**src/rtl/acr_pkg.sv**
```systemverilog
// constants and carrier types for the converter configuration bank
// assumes a plain strobe register port on a single 100 MHz clock
package acr_pkg;
   localparam logic [7:0] ACR_RATE_MODE_OFS = 8'h01;
   localparam logic [7:0] ACR_REF_FILT_OFS = 8'h02;
   localparam logic [7:0] ACR_RATE_MODE_RST = 8'h00;
   localparam logic [7:0] ACR_REF_FILT_RST = 8'h00;
   localparam int ACR_RATE_MSB = 7;
   localparam int ACR_RATE_LSB = 5;
   localparam int ACR_MODE_MSB = 4;
   localparam int ACR_MODE_LSB = 3;
   localparam int ACR_CONT_BIT = 2;
   localparam int ACR_TEMP_BIT = 1;
   localparam int ACR_BURN_BIT = 0;
   localparam int ACR_REF_MSB = 7;
   localparam int ACR_REF_LSB = 6;
   localparam int ACR_FILT_MSB = 5;
   localparam int ACR_FILT_LSB = 4;
   localparam int ACR_SW_BIT = 3;
   localparam int ACR_CUR_MSB = 2;
   localparam int ACR_CUR_LSB = 0;
   // nominal converter clock in kHz; scaled_rate_centi_o scales with the actual clock, rate_centi_sps does not
   localparam logic [15:0] ACR_NOM_CLK_KHZ = 16'h1000;
   localparam logic [2:0] ACR_RATE_RSVD = 3'h7;
   localparam logic [2:0] ACR_CUR_RSVD = 3'h1;

   typedef enum logic [1:0] {
      ACR_MODE_NORMAL = 2'h0,
      ACR_MODE_DUTY = 2'h1,
      ACR_MODE_TURBO = 2'h2,
      ACR_MODE_RSVD = 2'h3
   } acr_mode_type;

   typedef struct packed {
      logic [7:0] addr;
      logic [7:0] wdata;
      logic wr;
      logic rd;
   } acr_bus_req_type;

   typedef struct packed {
      logic [15:0] rate_centi_sps; // output rate in 0.01 SPS
      logic rate_valid;
      logic duty_cycle;
      logic turbo_mod_clk;
      logic continuous_conv_sel;
      logic temp_sensor_en;
      logic mux_gain_override;
      logic burnout_src_en;
      logic [1:0] ref_sel;
      logic [1:0] reject_sel;
      logic [2:0] excitation_current_sel;
      logic [10:0] excitation_ua;
      logic cur_valid;
   } acr_cfg_type;
endpackage

```
**src/rtl/acr_config_regs.sv**
```systemverilog
// configuration registers one and two with decoded converter controls
// assumes the host keeps the rejection field zero except at slowest rates
`timescale 1ns/100ps
module acr_config_regs (
   input wire logic clk_i,
   input wire logic reset_i,
   input wire acr_pkg::acr_bus_req_type bus_i,
   input wire logic start_cmd_i,
   input wire logic sleep_cmd_i,
   input wire logic [15:0] ext_clk_khz_i,
   input wire logic ext_clk_sel_i,
   output logic [7:0] rdata_o,
   output acr_pkg::acr_cfg_type cfg_o,
   output logic low_side_switch_closed_o,
   output logic [31:0] scaled_rate_centi_o
);
   logic [7:0] rate_mode_config_q;
   logic [7:0] reference_filter_current_config_q;
   logic [7:0] rdata_q;
   logic sw_q;
   logic [31:0] scaled_q;
   wire hit1 = bus_i.addr == acr_pkg::ACR_RATE_MODE_OFS;
   wire hit2 = bus_i.addr == acr_pkg::ACR_REF_FILT_OFS;
   wire [2:0] output_rate_sel =
      rate_mode_config_q[acr_pkg::ACR_RATE_MSB:acr_pkg::ACR_RATE_LSB];
   wire [1:0] mode_sel =
      rate_mode_config_q[acr_pkg::ACR_MODE_MSB:acr_pkg::ACR_MODE_LSB];
   wire low_side_switch_auto =
      reference_filter_current_config_q[acr_pkg::ACR_SW_BIT];
   wire [2:0] excitation_current_sel =
      reference_filter_current_config_q[acr_pkg::ACR_CUR_MSB:
                                        acr_pkg::ACR_CUR_LSB];
   wire [7:0] rd_mux = hit1 ? rate_mode_config_q :
      hit2 ? reference_filter_current_config_q : 8'h00;
   logic [15:0] rate_c;
   logic [10:0] cur_c;
   wire [15:0] clk_khz = ext_clk_sel_i ? ext_clk_khz_i :
      acr_pkg::ACR_NOM_CLK_KHZ;

   // writes store any code, reserved ones too
   always_ff @(posedge clk_i) begin
      if (reset_i) begin
         rate_mode_config_q <= acr_pkg::ACR_RATE_MODE_RST;
         reference_filter_current_config_q <= acr_pkg::ACR_REF_FILT_RST;
      end else if (bus_i.wr) begin
         if (hit1) begin
            rate_mode_config_q <= bus_i.wdata;
         end
         if (hit2) begin
            reference_filter_current_config_q <= bus_i.wdata;
         end
      end
   end

   // unmapped offsets read zero
   always_ff @(posedge clk_i) begin
      if (reset_i) begin
         rdata_q <= 8'h00;
      end else if (bus_i.rd) begin
         rdata_q <= rd_mux;
      end else begin
         rdata_q <= 8'h00;
      end
   end
   assign rdata_o = rdata_q;

   // rate table in hundredths of SPS; zero marks a reserved code
   always_comb begin
      rate_c = 16'h0000;
      case (mode_sel)
         2'h0: begin
            case (output_rate_sel)
               3'h0: rate_c = 16'h07D0;
               3'h1: rate_c = 16'h1194;
               3'h2: rate_c = 16'h2328;
               3'h3: rate_c = 16'h445C;
               3'h4: rate_c = 16'h80E8;
               3'h5: rate_c = 16'hEA60;
               default: rate_c = 16'h0000;
            endcase
            if (output_rate_sel == 3'h6) begin
               rate_c = 16'hFFFF; // 1000 SPS exceeds the field, see wide path
            end
         end
         2'h1: begin
            case (output_rate_sel)
               3'h0: rate_c = 16'h01F4;
               3'h1: rate_c = 16'h0465;
               3'h2: rate_c = 16'h08CA;
               3'h3: rate_c = 16'h1130;
               3'h4: rate_c = 16'h203A;
               3'h5: rate_c = 16'h3A98;
               3'h6: rate_c = 16'h61A8;
               default: rate_c = 16'h0000;
            endcase
         end
         2'h2: begin
            case (output_rate_sel)
               3'h0: rate_c = 16'h0FA0;
               3'h1: rate_c = 16'h2328;
               3'h2: rate_c = 16'h4650;
               3'h3: rate_c = 16'h88B8;
               default: rate_c = 16'hFFFF;
            endcase
            if (output_rate_sel == acr_pkg::ACR_RATE_RSVD) begin
               rate_c = 16'h0000;
            end
         end
         default: rate_c = 16'h0000;
      endcase
   end

   // exact wide rate in hundredths of SPS for the nominal clock
   logic [31:0] wide_c;
   always_comb begin
      wide_c = {16'h0000, rate_c};
      if (mode_sel == 2'h0 && output_rate_sel == 3'h6) begin
         wide_c = 32'h000186A0;
      end
      if (mode_sel == 2'h2) begin
         case (output_rate_sel)
            3'h4: wide_c = 32'h000101D0;
            3'h5: wide_c = 32'h0001D4C0;
            3'h6: wide_c = 32'h00030D40;
            default: wide_c = {16'h0000, rate_c};
         endcase
      end
   end

   // proportional scaling with the converter clock
   wire [47:0] prod = {16'h0000, wide_c} * {32'h00000000, clk_khz};
   wire [47:0] quot = prod / {32'h00000000, acr_pkg::ACR_NOM_CLK_KHZ};
   always_ff @(posedge clk_i) begin
      if (reset_i) begin
         scaled_q <= 32'h00000000;
      end else begin
         scaled_q <= quot[31:0];
      end
   end
   assign scaled_rate_centi_o = scaled_q;

   always_comb begin
      case (excitation_current_sel)
         3'h2: cur_c = 11'd50;
         3'h3: cur_c = 11'd100;
         3'h4: cur_c = 11'd250;
         3'h5: cur_c = 11'd500;
         3'h6: cur_c = 11'd1000;
         3'h7: cur_c = 11'd1500;
         default: cur_c = 11'd0;
      endcase
   end

   // switch closes on start, opens on sleep or when auto mode is off
   always_ff @(posedge clk_i) begin
      if (reset_i) begin
         sw_q <= 1'b0;
      end else if (!low_side_switch_auto || sleep_cmd_i) begin
         sw_q <= 1'b0;
      end else if (start_cmd_i) begin
         sw_q <= 1'b1;
      end
   end
   assign low_side_switch_closed_o = sw_q;

   always_comb begin
      cfg_o.rate_centi_sps = rate_c;
      cfg_o.rate_valid = output_rate_sel != acr_pkg::ACR_RATE_RSVD &&
         mode_sel != 2'h3;
      cfg_o.duty_cycle = mode_sel == 2'h1;
      cfg_o.turbo_mod_clk = mode_sel == 2'h2;
      cfg_o.continuous_conv_sel =
         rate_mode_config_q[acr_pkg::ACR_CONT_BIT];
      cfg_o.temp_sensor_en = rate_mode_config_q[acr_pkg::ACR_TEMP_BIT];
      // temperature mode forces the internal reference
      cfg_o.mux_gain_override = cfg_o.temp_sensor_en;
      cfg_o.ref_sel = cfg_o.temp_sensor_en ? 2'h0 :
         reference_filter_current_config_q[acr_pkg::ACR_REF_MSB:
                                           acr_pkg::ACR_REF_LSB];
      cfg_o.burnout_src_en = rate_mode_config_q[acr_pkg::ACR_BURN_BIT];
      cfg_o.reject_sel =
         reference_filter_current_config_q[acr_pkg::ACR_FILT_MSB:
                                           acr_pkg::ACR_FILT_LSB];
      cfg_o.excitation_current_sel = excitation_current_sel;
      cfg_o.excitation_ua = cur_c;
      cfg_o.cur_valid = excitation_current_sel != acr_pkg::ACR_CUR_RSVD;
   end

   AST_RST1: assert property (@(posedge clk_i) reset_i |=>
      rate_mode_config_q == 8'h00) else $error("reg1 not zero after reset");
   AST_RST2: assert property (@(posedge clk_i) reset_i |=>
      reference_filter_current_config_q == 8'h00)
      else $error("reg2 not zero after reset");
   AST_WR1: assert property (@(posedge clk_i) disable iff (reset_i)
      bus_i.wr && hit1 |=> rate_mode_config_q == $past(bus_i.wdata))
      else $error("reg1 write lost");
   AST_RD2: assert property (@(posedge clk_i) disable iff (reset_i)
      bus_i.wr && hit2 ##1 bus_i.rd && hit2 && !bus_i.wr |=>
      rdata_o == $past(bus_i.wdata, 2)) else $error("reg2 readback wrong");
   AST_SW: assert property (@(posedge clk_i) disable iff (reset_i)
      sleep_cmd_i |=> !low_side_switch_closed_o)
      else $error("switch not opened by sleep");
   AST_SWC: assert property (@(posedge clk_i) disable iff (reset_i)
      start_cmd_i && !sleep_cmd_i && low_side_switch_auto |=>
      low_side_switch_closed_o) else $error("switch not closed by start");
   AST_TS: assert property (@(posedge clk_i) disable iff (reset_i)
      rate_mode_config_q[1] |-> cfg_o.ref_sel == 2'h0 &&
      cfg_o.mux_gain_override) else $error("temp mode reference wrong");
   AST_RATE: assert property (@(posedge clk_i) disable iff (reset_i)
      rate_mode_config_q[7:3] == 5'h00 && !ext_clk_sel_i ##1 1'b1 |->
      scaled_q == 32'h000007D0) else $error("20 SPS rate wrong");
   AST_CUR: assert property (@(posedge clk_i) disable iff (reset_i)
      excitation_current_sel == 3'h7 |-> cfg_o.excitation_ua == 11'd1500)
      else $error("excitation current wrong");

   // rate table checks at the nominal clock, one per code and mode
   AST_RN1: assert property (@(posedge clk_i) disable iff (reset_i)
      rate_mode_config_q[7:3] == 5'h04 && !ext_clk_sel_i |=>
      scaled_q == 32'h00001194) else $error("normal rate 1 wrong");
   AST_RN2: assert property (@(posedge clk_i) disable iff (reset_i)
      rate_mode_config_q[7:3] == 5'h08 && !ext_clk_sel_i |=>
      scaled_q == 32'h00002328) else $error("normal rate 2 wrong");
   AST_RN3: assert property (@(posedge clk_i) disable iff (reset_i)
      rate_mode_config_q[7:3] == 5'h0C && !ext_clk_sel_i |=>
      scaled_q == 32'h0000445C) else $error("normal rate 3 wrong");
   AST_RN4: assert property (@(posedge clk_i) disable iff (reset_i)
      rate_mode_config_q[7:3] == 5'h10 && !ext_clk_sel_i |=>
      scaled_q == 32'h000080E8) else $error("normal rate 4 wrong");
   AST_RN5: assert property (@(posedge clk_i) disable iff (reset_i)
      rate_mode_config_q[7:3] == 5'h14 && !ext_clk_sel_i |=>
      scaled_q == 32'h0000EA60) else $error("normal rate 5 wrong");
   AST_RN6: assert property (@(posedge clk_i) disable iff (reset_i)
      rate_mode_config_q[7:3] == 5'h18 && !ext_clk_sel_i |=>
      scaled_q == 32'h000186A0) else $error("normal rate 6 wrong");
   AST_RDC0: assert property (@(posedge clk_i) disable iff (reset_i)
      rate_mode_config_q[7:3] == 5'h01 && !ext_clk_sel_i |=>
      scaled_q == 32'h000001F4) else $error("duty rate 0 wrong");
   AST_RDC1: assert property (@(posedge clk_i) disable iff (reset_i)
      rate_mode_config_q[7:3] == 5'h05 && !ext_clk_sel_i |=>
      scaled_q == 32'h00000465) else $error("duty rate 1 wrong");
   AST_RDC2: assert property (@(posedge clk_i) disable iff (reset_i)
      rate_mode_config_q[7:3] == 5'h09 && !ext_clk_sel_i |=>
      scaled_q == 32'h000008CA) else $error("duty rate 2 wrong");
   AST_RDC3: assert property (@(posedge clk_i) disable iff (reset_i)
      rate_mode_config_q[7:3] == 5'h0D && !ext_clk_sel_i |=>
      scaled_q == 32'h00001130) else $error("duty rate 3 wrong");
   AST_RDC4: assert property (@(posedge clk_i) disable iff (reset_i)
      rate_mode_config_q[7:3] == 5'h11 && !ext_clk_sel_i |=>
      scaled_q == 32'h0000203A) else $error("duty rate 4 wrong");
   AST_RDC5: assert property (@(posedge clk_i) disable iff (reset_i)
      rate_mode_config_q[7:3] == 5'h15 && !ext_clk_sel_i |=>
      scaled_q == 32'h00003A98) else $error("duty rate 5 wrong");
   AST_RDC6: assert property (@(posedge clk_i) disable iff (reset_i)
      rate_mode_config_q[7:3] == 5'h19 && !ext_clk_sel_i |=>
      scaled_q == 32'h000061A8) else $error("duty rate 6 wrong");
   AST_RT0: assert property (@(posedge clk_i) disable iff (reset_i)
      rate_mode_config_q[7:3] == 5'h02 && !ext_clk_sel_i |=>
      scaled_q == 32'h00000FA0) else $error("turbo rate 0 wrong");
   AST_RT1: assert property (@(posedge clk_i) disable iff (reset_i)
      rate_mode_config_q[7:3] == 5'h06 && !ext_clk_sel_i |=>
      scaled_q == 32'h00002328) else $error("turbo rate 1 wrong");
   AST_RT2: assert property (@(posedge clk_i) disable iff (reset_i)
      rate_mode_config_q[7:3] == 5'h0A && !ext_clk_sel_i |=>
      scaled_q == 32'h00004650) else $error("turbo rate 2 wrong");
   AST_RT3: assert property (@(posedge clk_i) disable iff (reset_i)
      rate_mode_config_q[7:3] == 5'h0E && !ext_clk_sel_i |=>
      scaled_q == 32'h000088B8) else $error("turbo rate 3 wrong");
   AST_RT4: assert property (@(posedge clk_i) disable iff (reset_i)
      rate_mode_config_q[7:3] == 5'h12 && !ext_clk_sel_i |=>
      scaled_q == 32'h000101D0) else $error("turbo rate 4 wrong");
   AST_RT5: assert property (@(posedge clk_i) disable iff (reset_i)
      rate_mode_config_q[7:3] == 5'h16 && !ext_clk_sel_i |=>
      scaled_q == 32'h0001D4C0) else $error("turbo rate 5 wrong");
   AST_RT6: assert property (@(posedge clk_i) disable iff (reset_i)
      rate_mode_config_q[7:3] == 5'h1A && !ext_clk_sel_i |=>
      scaled_q == 32'h00030D40) else $error("turbo rate 6 wrong");
   // reserved codes give a zero rate so software can spot them
   AST_RRSV: assert property (@(posedge clk_i) disable iff (reset_i)
      rate_mode_config_q[7:5] == 3'h7 |=> scaled_q == 32'h00000000)
      else $error("reserved rate code not zero");
   AST_MRSV: assert property (@(posedge clk_i) disable iff (reset_i)
      rate_mode_config_q[4:3] == 2'h3 |=> scaled_q == 32'h00000000)
      else $error("reserved mode rate not zero");
   AST_MVAL: assert property (@(posedge clk_i) disable iff (reset_i)
      rate_mode_config_q[4:3] == 2'h3 |-> !cfg_o.rate_valid)
      else $error("reserved mode flagged valid");
   AST_MDUTY: assert property (@(posedge clk_i) disable iff (reset_i)
      cfg_o.duty_cycle == (rate_mode_config_q[4:3] == 2'h1))
      else $error("duty-cycle flag wrong");
   AST_MTURBO: assert property (@(posedge clk_i) disable iff (reset_i)
      cfg_o.turbo_mod_clk == (rate_mode_config_q[4:3] == 2'h2))
      else $error("turbo flag wrong");
   AST_HALF: assert property (@(posedge clk_i) disable iff (reset_i)
      rate_mode_config_q[7:3] == 5'h00 && ext_clk_sel_i &&
      ext_clk_khz_i == 16'h0800 |=> scaled_q == 32'h000003E8)
      else $error("half clock rate wrong");
   AST_CONT: assert property (@(posedge clk_i) disable iff (reset_i)
      cfg_o.continuous_conv_sel == rate_mode_config_q[2])
      else $error("conversion mode wrong");
   AST_BURN: assert property (@(posedge clk_i) disable iff (reset_i)
      cfg_o.burnout_src_en == rate_mode_config_q[0])
      else $error("burn-out enable wrong");
   AST_REF: assert property (@(posedge clk_i) disable iff (reset_i)
      !rate_mode_config_q[1] |->
      cfg_o.ref_sel == reference_filter_current_config_q[7:6])
      else $error("reference select wrong");
   AST_FILT: assert property (@(posedge clk_i) disable iff (reset_i)
      cfg_o.reject_sel == reference_filter_current_config_q[5:4])
      else $error("rejection select wrong");
   AST_CURV: assert property (@(posedge clk_i) disable iff (reset_i)
      cfg_o.cur_valid == (excitation_current_sel != 3'h1))
      else $error("current valid flag wrong");
   AST_CUR0: assert property (@(posedge clk_i) disable iff (reset_i)
      excitation_current_sel == 3'h0 |-> cfg_o.excitation_ua == 11'd0)
      else $error("current off wrong");
   AST_CUR1: assert property (@(posedge clk_i) disable iff (reset_i)
      excitation_current_sel == 3'h1 |-> cfg_o.excitation_ua == 11'd0)
      else $error("reserved current not zero");
   AST_CUR2: assert property (@(posedge clk_i) disable iff (reset_i)
      excitation_current_sel == 3'h2 |-> cfg_o.excitation_ua == 11'd50)
      else $error("current 50 wrong");
   AST_CUR3: assert property (@(posedge clk_i) disable iff (reset_i)
      excitation_current_sel == 3'h3 |-> cfg_o.excitation_ua == 11'd100)
      else $error("current 100 wrong");
   AST_CUR4: assert property (@(posedge clk_i) disable iff (reset_i)
      excitation_current_sel == 3'h4 |-> cfg_o.excitation_ua == 11'd250)
      else $error("current 250 wrong");
   AST_CUR5: assert property (@(posedge clk_i) disable iff (reset_i)
      excitation_current_sel == 3'h5 |-> cfg_o.excitation_ua == 11'd500)
      else $error("current 500 wrong");
   AST_CUR6: assert property (@(posedge clk_i) disable iff (reset_i)
      excitation_current_sel == 3'h6 |-> cfg_o.excitation_ua == 11'd1000)
      else $error("current 1000 wrong");
   // read port: one-cycle data, zero otherwise
   AST_RD1: assert property (@(posedge clk_i) disable iff (reset_i)
      bus_i.rd && hit1 && !bus_i.wr |=>
      rdata_o == $past(rate_mode_config_q)) else $error("reg1 read wrong");
   AST_RDZ: assert property (@(posedge clk_i) disable iff (reset_i)
      bus_i.rd && !hit1 && !hit2 |=> rdata_o == 8'h00)
      else $error("unmapped read not zero");
   AST_IDLE: assert property (@(posedge clk_i) disable iff (reset_i)
      !bus_i.rd |=> rdata_o == 8'h00) else $error("read data not cleared");
   AST_RST3: assert property (@(posedge clk_i) reset_i |=>
      scaled_q == 32'h00000000) else $error("rate not zero after reset");
   AST_SWO: assert property (@(posedge clk_i) disable iff (reset_i)
      !low_side_switch_auto |=> !low_side_switch_closed_o)
      else $error("switch closed without auto mode");
endmodule

```
**config.mk**
```make
export PLATFORM = sky130hd
export DESIGN_NAME = acr_config_regs
export DESIGN_NICKNAME = d
export VERILOG_FILES = /design/src/rtl/acr_pkg.sv /design/src/rtl/acr_config_regs.sv
export SDC_FILE = /design/constraint.sdc
export NUM_CORES = 1
export LEC_CHECK = 0
export BUFFER_PORTS_ARGS = -buffer_cell sky130_fd_sc_hd__clkbuf_2
export CELL_PAD_IN_SITES_DETAIL_PLACEMENT = 0
export CELL_PAD_IN_SITES_GLOBAL_PLACEMENT = 1
export CORE_UTILIZATION = 47
export DETAILED_ROUTE_END_ITERATION = 10
export PLACE_DENSITY_LB_ADDON = 0.1
export SETUP_SLACK_MARGIN = 0.5
export SLEW_MARGIN = 20
export SYNTH_ARGS = -nofsm -noshare
export SYNTH_HDL_FRONTEND = slang
export SYNTH_SLANG_ARGS = --single-unit
```
**constraint.sdc**
```tcl
create_clock -name clk_i -period 9.5 [get_ports clk_i]
set_input_delay 1.9 -clock clk_i [delete_from_list [all_inputs] [get_ports clk_i]]
set_output_delay 1.9 -clock clk_i [all_outputs]
set_load 0.05 [all_outputs]
```
# Word level (Yosys, flattened, before mapping)
# Cells that the tools add are included.
# Widths: inputs -> output; s select.
totals:
  output_inout_bits: 83
  reg_bits: 57
  word_cells: 51
op_classes:
  multipliers: 1
  mux: 14
  n_eq_ne: 20
  bitwise: 1
  n_reduce_logical: 10
op_table:
  columns: ["cell", "count"]
  rows:
  - ["$pmux 15 s7", 1]
  - ["$pmux 16 s6", 1]
  - ["$pmux 11 s6", 1]
  - ["$pmux 16 s4", 1]
  - ["$pmux 18 s3", 1]
  - ["$mux 16", 3]
  - ["$pmux 16 s3", 1]
  - ["$mul 32x16->44", 1]
  - ["$mux 32", 1]
  - ["$eq 3x3->1 const B", 8]
  - ["$mux 17", 1]
  - ["$mux 8", 2]
  - ["$eq 3x2->1 const B", 4]
  - ["$eq 8x1->1 const B", 1]
  - ["$eq 8x2->1 const B", 1]
  - ["$reduce_and 2->1", 2]
  - ["$reduce_or 2->1", 2]
  - ["$eq 3x1->1 const B", 1]
  - ["$logic_not 3->1", 1]
  - ["$ne 3x1->1 const B", 1]
  - ["$ne 3x3->1 const B", 1]
  - ["$eq 2x1->1 const B", 1]
  - ["$eq 2x2->1 const B", 1]
  - ["$logic_and 1x1->1", 2]
  - ["6 further kinds", 6]

# Longest topological paths before layout
logic_depth:
  ltp_word: 7
  depth_mapped: 29

# Worst setup path before layout
# Ideal clock, no wire load.
synth_timing:
  path_type: "input to register"
  start: "input ext_clk_sel_i"
  end: "register scaled_q[23], in the netlist scaled_rate_centi_o[23]"
  n_path_buf: 3
  arrival_time_ps: 7570
  setup_ps: 132
  stages: 25
  slack_ps: 1797
  cell_sequence: "clkbuf_1 -> and2_1 -> clkbuf_1 -> clkbuf_1 -> nand2_1 -> fa_1 -> inv_1 -> fa_1 -> inv_1 -> fa_1 -> inv_1 -> fa_1 -> fa_1 -> inv_1 -> fa_1 -> inv_1 -> ha_1 -> a211oi_2 -> o21ai_1 -> a31oi_2 -> o31ai_4 -> o21ai_2 -> o21bai_2 -> a2111oi_2 -> a211oi_2"
synth_via:
  elab_chain_len: 2
synth_lines:
  columns: ["element", "line_no", "source"]
  rows:
  - ["start, declared", "acr_config_regs.sv:11", "input wire logic ext_clk_sel_i,"]
  - ["$mux 16", "acr_config_regs.sv:37", "wire [15:0] clk_khz = ext_clk_sel_i ? ext_clk_khz_i :"]
  - ["$mul 32x16->44", "acr_config_regs.sv:131", "wire [47:0] prod = {16'h0000, wide_c} * {32'h00000000, clk_khz};"]
  - ["end signal, assigned", "acr_config_regs.sv:137", "scaled_q <= quot[31:0];"]
  - ["end, declared", "acr_config_regs.sv:21", "logic [31:0] scaled_q;"]
# Every way passes these cells.
# A chain may end at the register's enable or synchronous reset.

# Worst setup path after layout
layout_timing:
  start: "input ext_clk_sel_i"
  end: "register scaled_q[20], in the netlist scaled_rate_centi_o[20]"
# Same word-level chain as after synthesis.

==> summary by stage <==
Run status
The flow ran to the end, and the final reports show no timing, DRC or antenna violations.

Clocking
The deepest clock path buffer count is 2. The TritonCTS clock tree is built. Clock tree synthesis selected as its root buffer the cell sky130_fd_sc_hd__clkbuf_16. The clock slew seen by the registers of the worst setup and hold paths is 0.08 ns. The number of buffers added by the clock tree synthesis step is 5. The number of sinks on the clock net is 50. The deepest level of the CTS H-tree is 2. The clock reaches the later pin of the worst-skew pair after 0.32 ns. In this run, post-CTS hold repair placed 0 buffers. The number of gates resized after CTS was 0.

Once the clock tree was built, the setup fixing pass inserted 0 buffers.

Global route
The layer flagged by global routing as most heavily used is met2. The wire length of the first global-routing pass is 56100 um. The routing usage on met3 is 0.0465.

Entering global routing, the biggest net connects 41 pins. For this run, the total global-route usage over all layers was measured as 0.280. For this run the aggregate overflow at the end of global routing stands at 0.

The number of antenna violations at the first check in global routing is 1. For met2 alone, demand over resource in global routing was 0.475. The number of global-route vias before repair is 10300.

For met1 alone, demand over resource in global routing was 0.366.

Detailed routing
Before antenna repair, the detailed router went through 5 iterations. The DRC violation count after routing is 0. The number of nets with antenna violations after routing is 0.

In the final routed layout, each cell accounts on average for 18.4 um. The count of routing violations after the opening detailed-route iteration is 496. The routed wire length is 34400 um. The routed via count divided by cell count is 5.25. Summing over every cut layer, the via total after detailed routing is 9827.

Synth
The number of synthesized register bits is 50. sky130_fd_sc_hd__fa_1 takes more of the synthesized area than any other cell. During synthesis, Yosys emitted a total of 0 warnings. By count the netlist is led by sky130_fd_sc_hd__inv_1 (276), sky130_fd_sc_hd__nand2_1 (253), sky130_fd_sc_hd__fa_1 (222). The share of the Yosys chip area taken by registers is 0.0833. The number of distinct library cells after synthesis is 67. The cell count after synthesis is 1492. The most common cell in the synthesized netlist is sky130_fd_sc_hd__inv_1. In this run, synthesis inferred 0 flip-flops with an integrated enable. Yosys attributes the largest share of cell area to sky130_fd_sc_hd__fa_1 (37%), sky130_fd_sc_hd__ha_1 (12%), sky130_fd_sc_hd__inv_1 (8.6%). The cell area after synthesis is 12000 sq um.

Among all flip-flop cells after synthesis, the most frequent one is sky130_fd_sc_hd__dfxtp_1. The share of synthesized area in the top cell type comes to 0.370. The mean area per synthesized cell is 8.05 sq um. The share of flip-flops with an asynchronous set or reset is 0.

Power and ir drop
Dividing total power by cell area gives a power density of 118 nW/um^2. The worst-case IR drop observed on VDD is 0.150 mV. The analysis attributes to cell leakage a power of 6.59 nW.

Place
Routability-driven placement finished with a final weighted congestion of 0.900. The detailed-placement wirelength estimate is 27800 um. The worst setup slack before clock tree synthesis is 0.861 ns. In this run, placement finished with an instance count of 1863. Buffers placed on the I/O ports in this run total 113.

Layout
Of the cells placed in the final design, the portion with a size suffix greater than 1 is 0.104. Relative to the synthesized area, the layout overhead comes to 6.93%. The count of antenna diodes in the layout is 0.

The footprint of the multi-input gates is 9570 sq um. At the end of the flow, the number of nets in the layout was 1912. For this run, the number of standard cells in the final layout without fillers is 1871. The sequential cell area is 1000 sq um. Fill cells in the final layout number 2568.

Timing
The smallest hold slack is 0.485 ns. Measured against its own limit, the worst slew margin works out to 0.256. The final worst setup slack is 1.16 ns.

The setup-violating endpoint count in the final report is 0. The count of pins over their slew limit is 0. In the final timing run, aggregate negative setup slack is 0 ns.

Setup repair after global routing left no endpoint under its margin. Across the routed clock network, the largest skew measured is 0.0192 ns. For the pin with the worst max-slew slack, the measured transition is 1.11 ns. In the finished design, the share of the clock period the worst path needs comes to 0.878. The final hold violation count came to 0.

Counting I/O delays and the setup requirement, the final critical path takes 8.34 ns. For this run, the top clock speed supported by timing is 120 MHz.

Critical path
The critical path goes through clkbuf_2, and2_0, nand2_1, fa_1, fa_1, inv_1, fa_1, fa_1, fa_1, inv_1, fa_1, inv_1, ha_1, inv_1, nor2_1, o2111ai_2, o21ai_2, a31oi_1, o21ai_2, xnor2_1, nor2_1. For the worst setup path, the data required time is 9.68 ns. The start-to-end type of the worst setup path is in2reg.

On the worst path, the slowest cell contributes a delay of 0.81 ns. The slowest cell on the critical path is sky130_fd_sc_hd__and2_0. The startpoint class of the critical path is an input pin. The highest net fanout along the worst path is 31. The data arrival time of the worst path is 8.52 ns. The nature of the critical path endpoint is a flip-flop. The most numerous cell type found on the critical path is sky130_fd_sc_hd__fa_1.

Run
The max-capacitance violation count is 0.

Floorplan
The count of pins on the block boundary is 122. The initial standard-cell utilization of the core is 0.478. The placeable core area is 25100 sq um. Measured along the y axis, the die boundary spans 162 um. The floorplan step defined a die boundary enclosing 26200 sq um.

The floorplan has 58 rows. The die span in x is 162 um.

Min path
The worst hold-check path type is reg2reg.
==> cells in the final DEF (no fill, tap or decap), drive strengths merged, types with 7 or more instances in the layout <==
| cell type | instances |
|---|---|
| a211oi | 7 |
| a21o | 11 |
| a21oi | 57 |
| a22oi | 10 |
| and2 | 30 |
| buf | 13 |
| clkbuf | 119 |
| conb | 8 |
| dfxtp | 50 |
| fa | 222 |
| ha | 111 |
| inv | 278 |
| nand2 | 253 |
| nand2b | 10 |
| nand3 | 23 |
| nor2 | 175 |
| nor2b | 13 |
| nor3 | 9 |
| o21a | 7 |
| o21ai | 45 |
| xnor2 | 21 |
==> layout make-up <==
type,instances,share of cell area
flip-flops and latches,50,0.0779
repair buffers,126,0.0516
clock buffers,6,0.0108
well taps,330,0.0321
clock inverters,2,0.00127
multi-input cells,1080,0.745
inverters,277,0.0810
==> final timing paths <==
| check | cells after the start | slack [ns] | endpoint | startpoint |
|---|---|---|---|---|
| max reg2reg | 24 | 1.47 | scaled_rate_centi_o[23] | rate_mode_config_q[6] |
| min reg2reg | 2 | 0.48 | reference_filter_current_config_q[6] | reference_filter_current_config_q[6] |
| min | 2 | 0.48 | reference_filter_current_config_q[6] | reference_filter_current_config_q[6] |
| max | 21 | 1.16 | scaled_rate_centi_o[20] | ext_clk_sel_i |
==> metal layers <==
metal	wire length (um)	share of wire
met3	1980	0.057
met5	0	0
met2	16400	0.48
met4	932	0.027
met1	15100	0.44
==> critical path, delay by kind of cell <==
family | cells | cell delay, ns
compound gates | 4 | 1.09
xor+xnor | 1 | 0.14
fa+ha+maj | 7 | 3.38
simple gates | 4 | 1.31
buf+inv | 5 | 0.65
==> sequential cells by signal (all words and copies together) (netlist names) <==
| register | flops |
|---|---|
| reference_filter_current_config_q | 8 |
| rdata_o | 8 |
| rate_mode_config_q | 8 |
| low_side_switch_closed_o | 1 |
| scaled_rate_centi_o | 25 |
==> through the flow <==
step / util / power (mW) / area, sq um
after floorplan: - / 1.07 / 12000
after global placement: 0.505 / 1.30 / 12700
after detailed placement: 0.505 / 1.31 / 12700
after CTS: 0.511 / 1.53 / 12800
after global routing: 0.512 / 1.67 / 12800
final: 0.512 / 1.51 / 12800
==> power breakdown <==
group	internal (mW)	switching, mW	total (mW)	leakage, nW
Clock	0.107	0.106	0.213	0.0735
Combinational	0.386	0.669	1.06	6.11
Sequential	0.238	0.00604	0.244	0.407
Total	0.731	0.782	1.51	6.59
==> kinds of logic (layout without fill, tap and decap cells) <==
group           Yosys count  count (layout)  synth area share
flops                    50              50            0.0833
xor+xnor                 26              26            0.0190
other cells               1               8          0.000312
simple gates            540             540             0.192
buf+inv                 369             411             0.123
compound gates          172             172            0.0964
mux                       1               1          0.000833
fa+ha+maj               333             333             0.486
No activity file was read; power rests on OpenSTA's default activity.
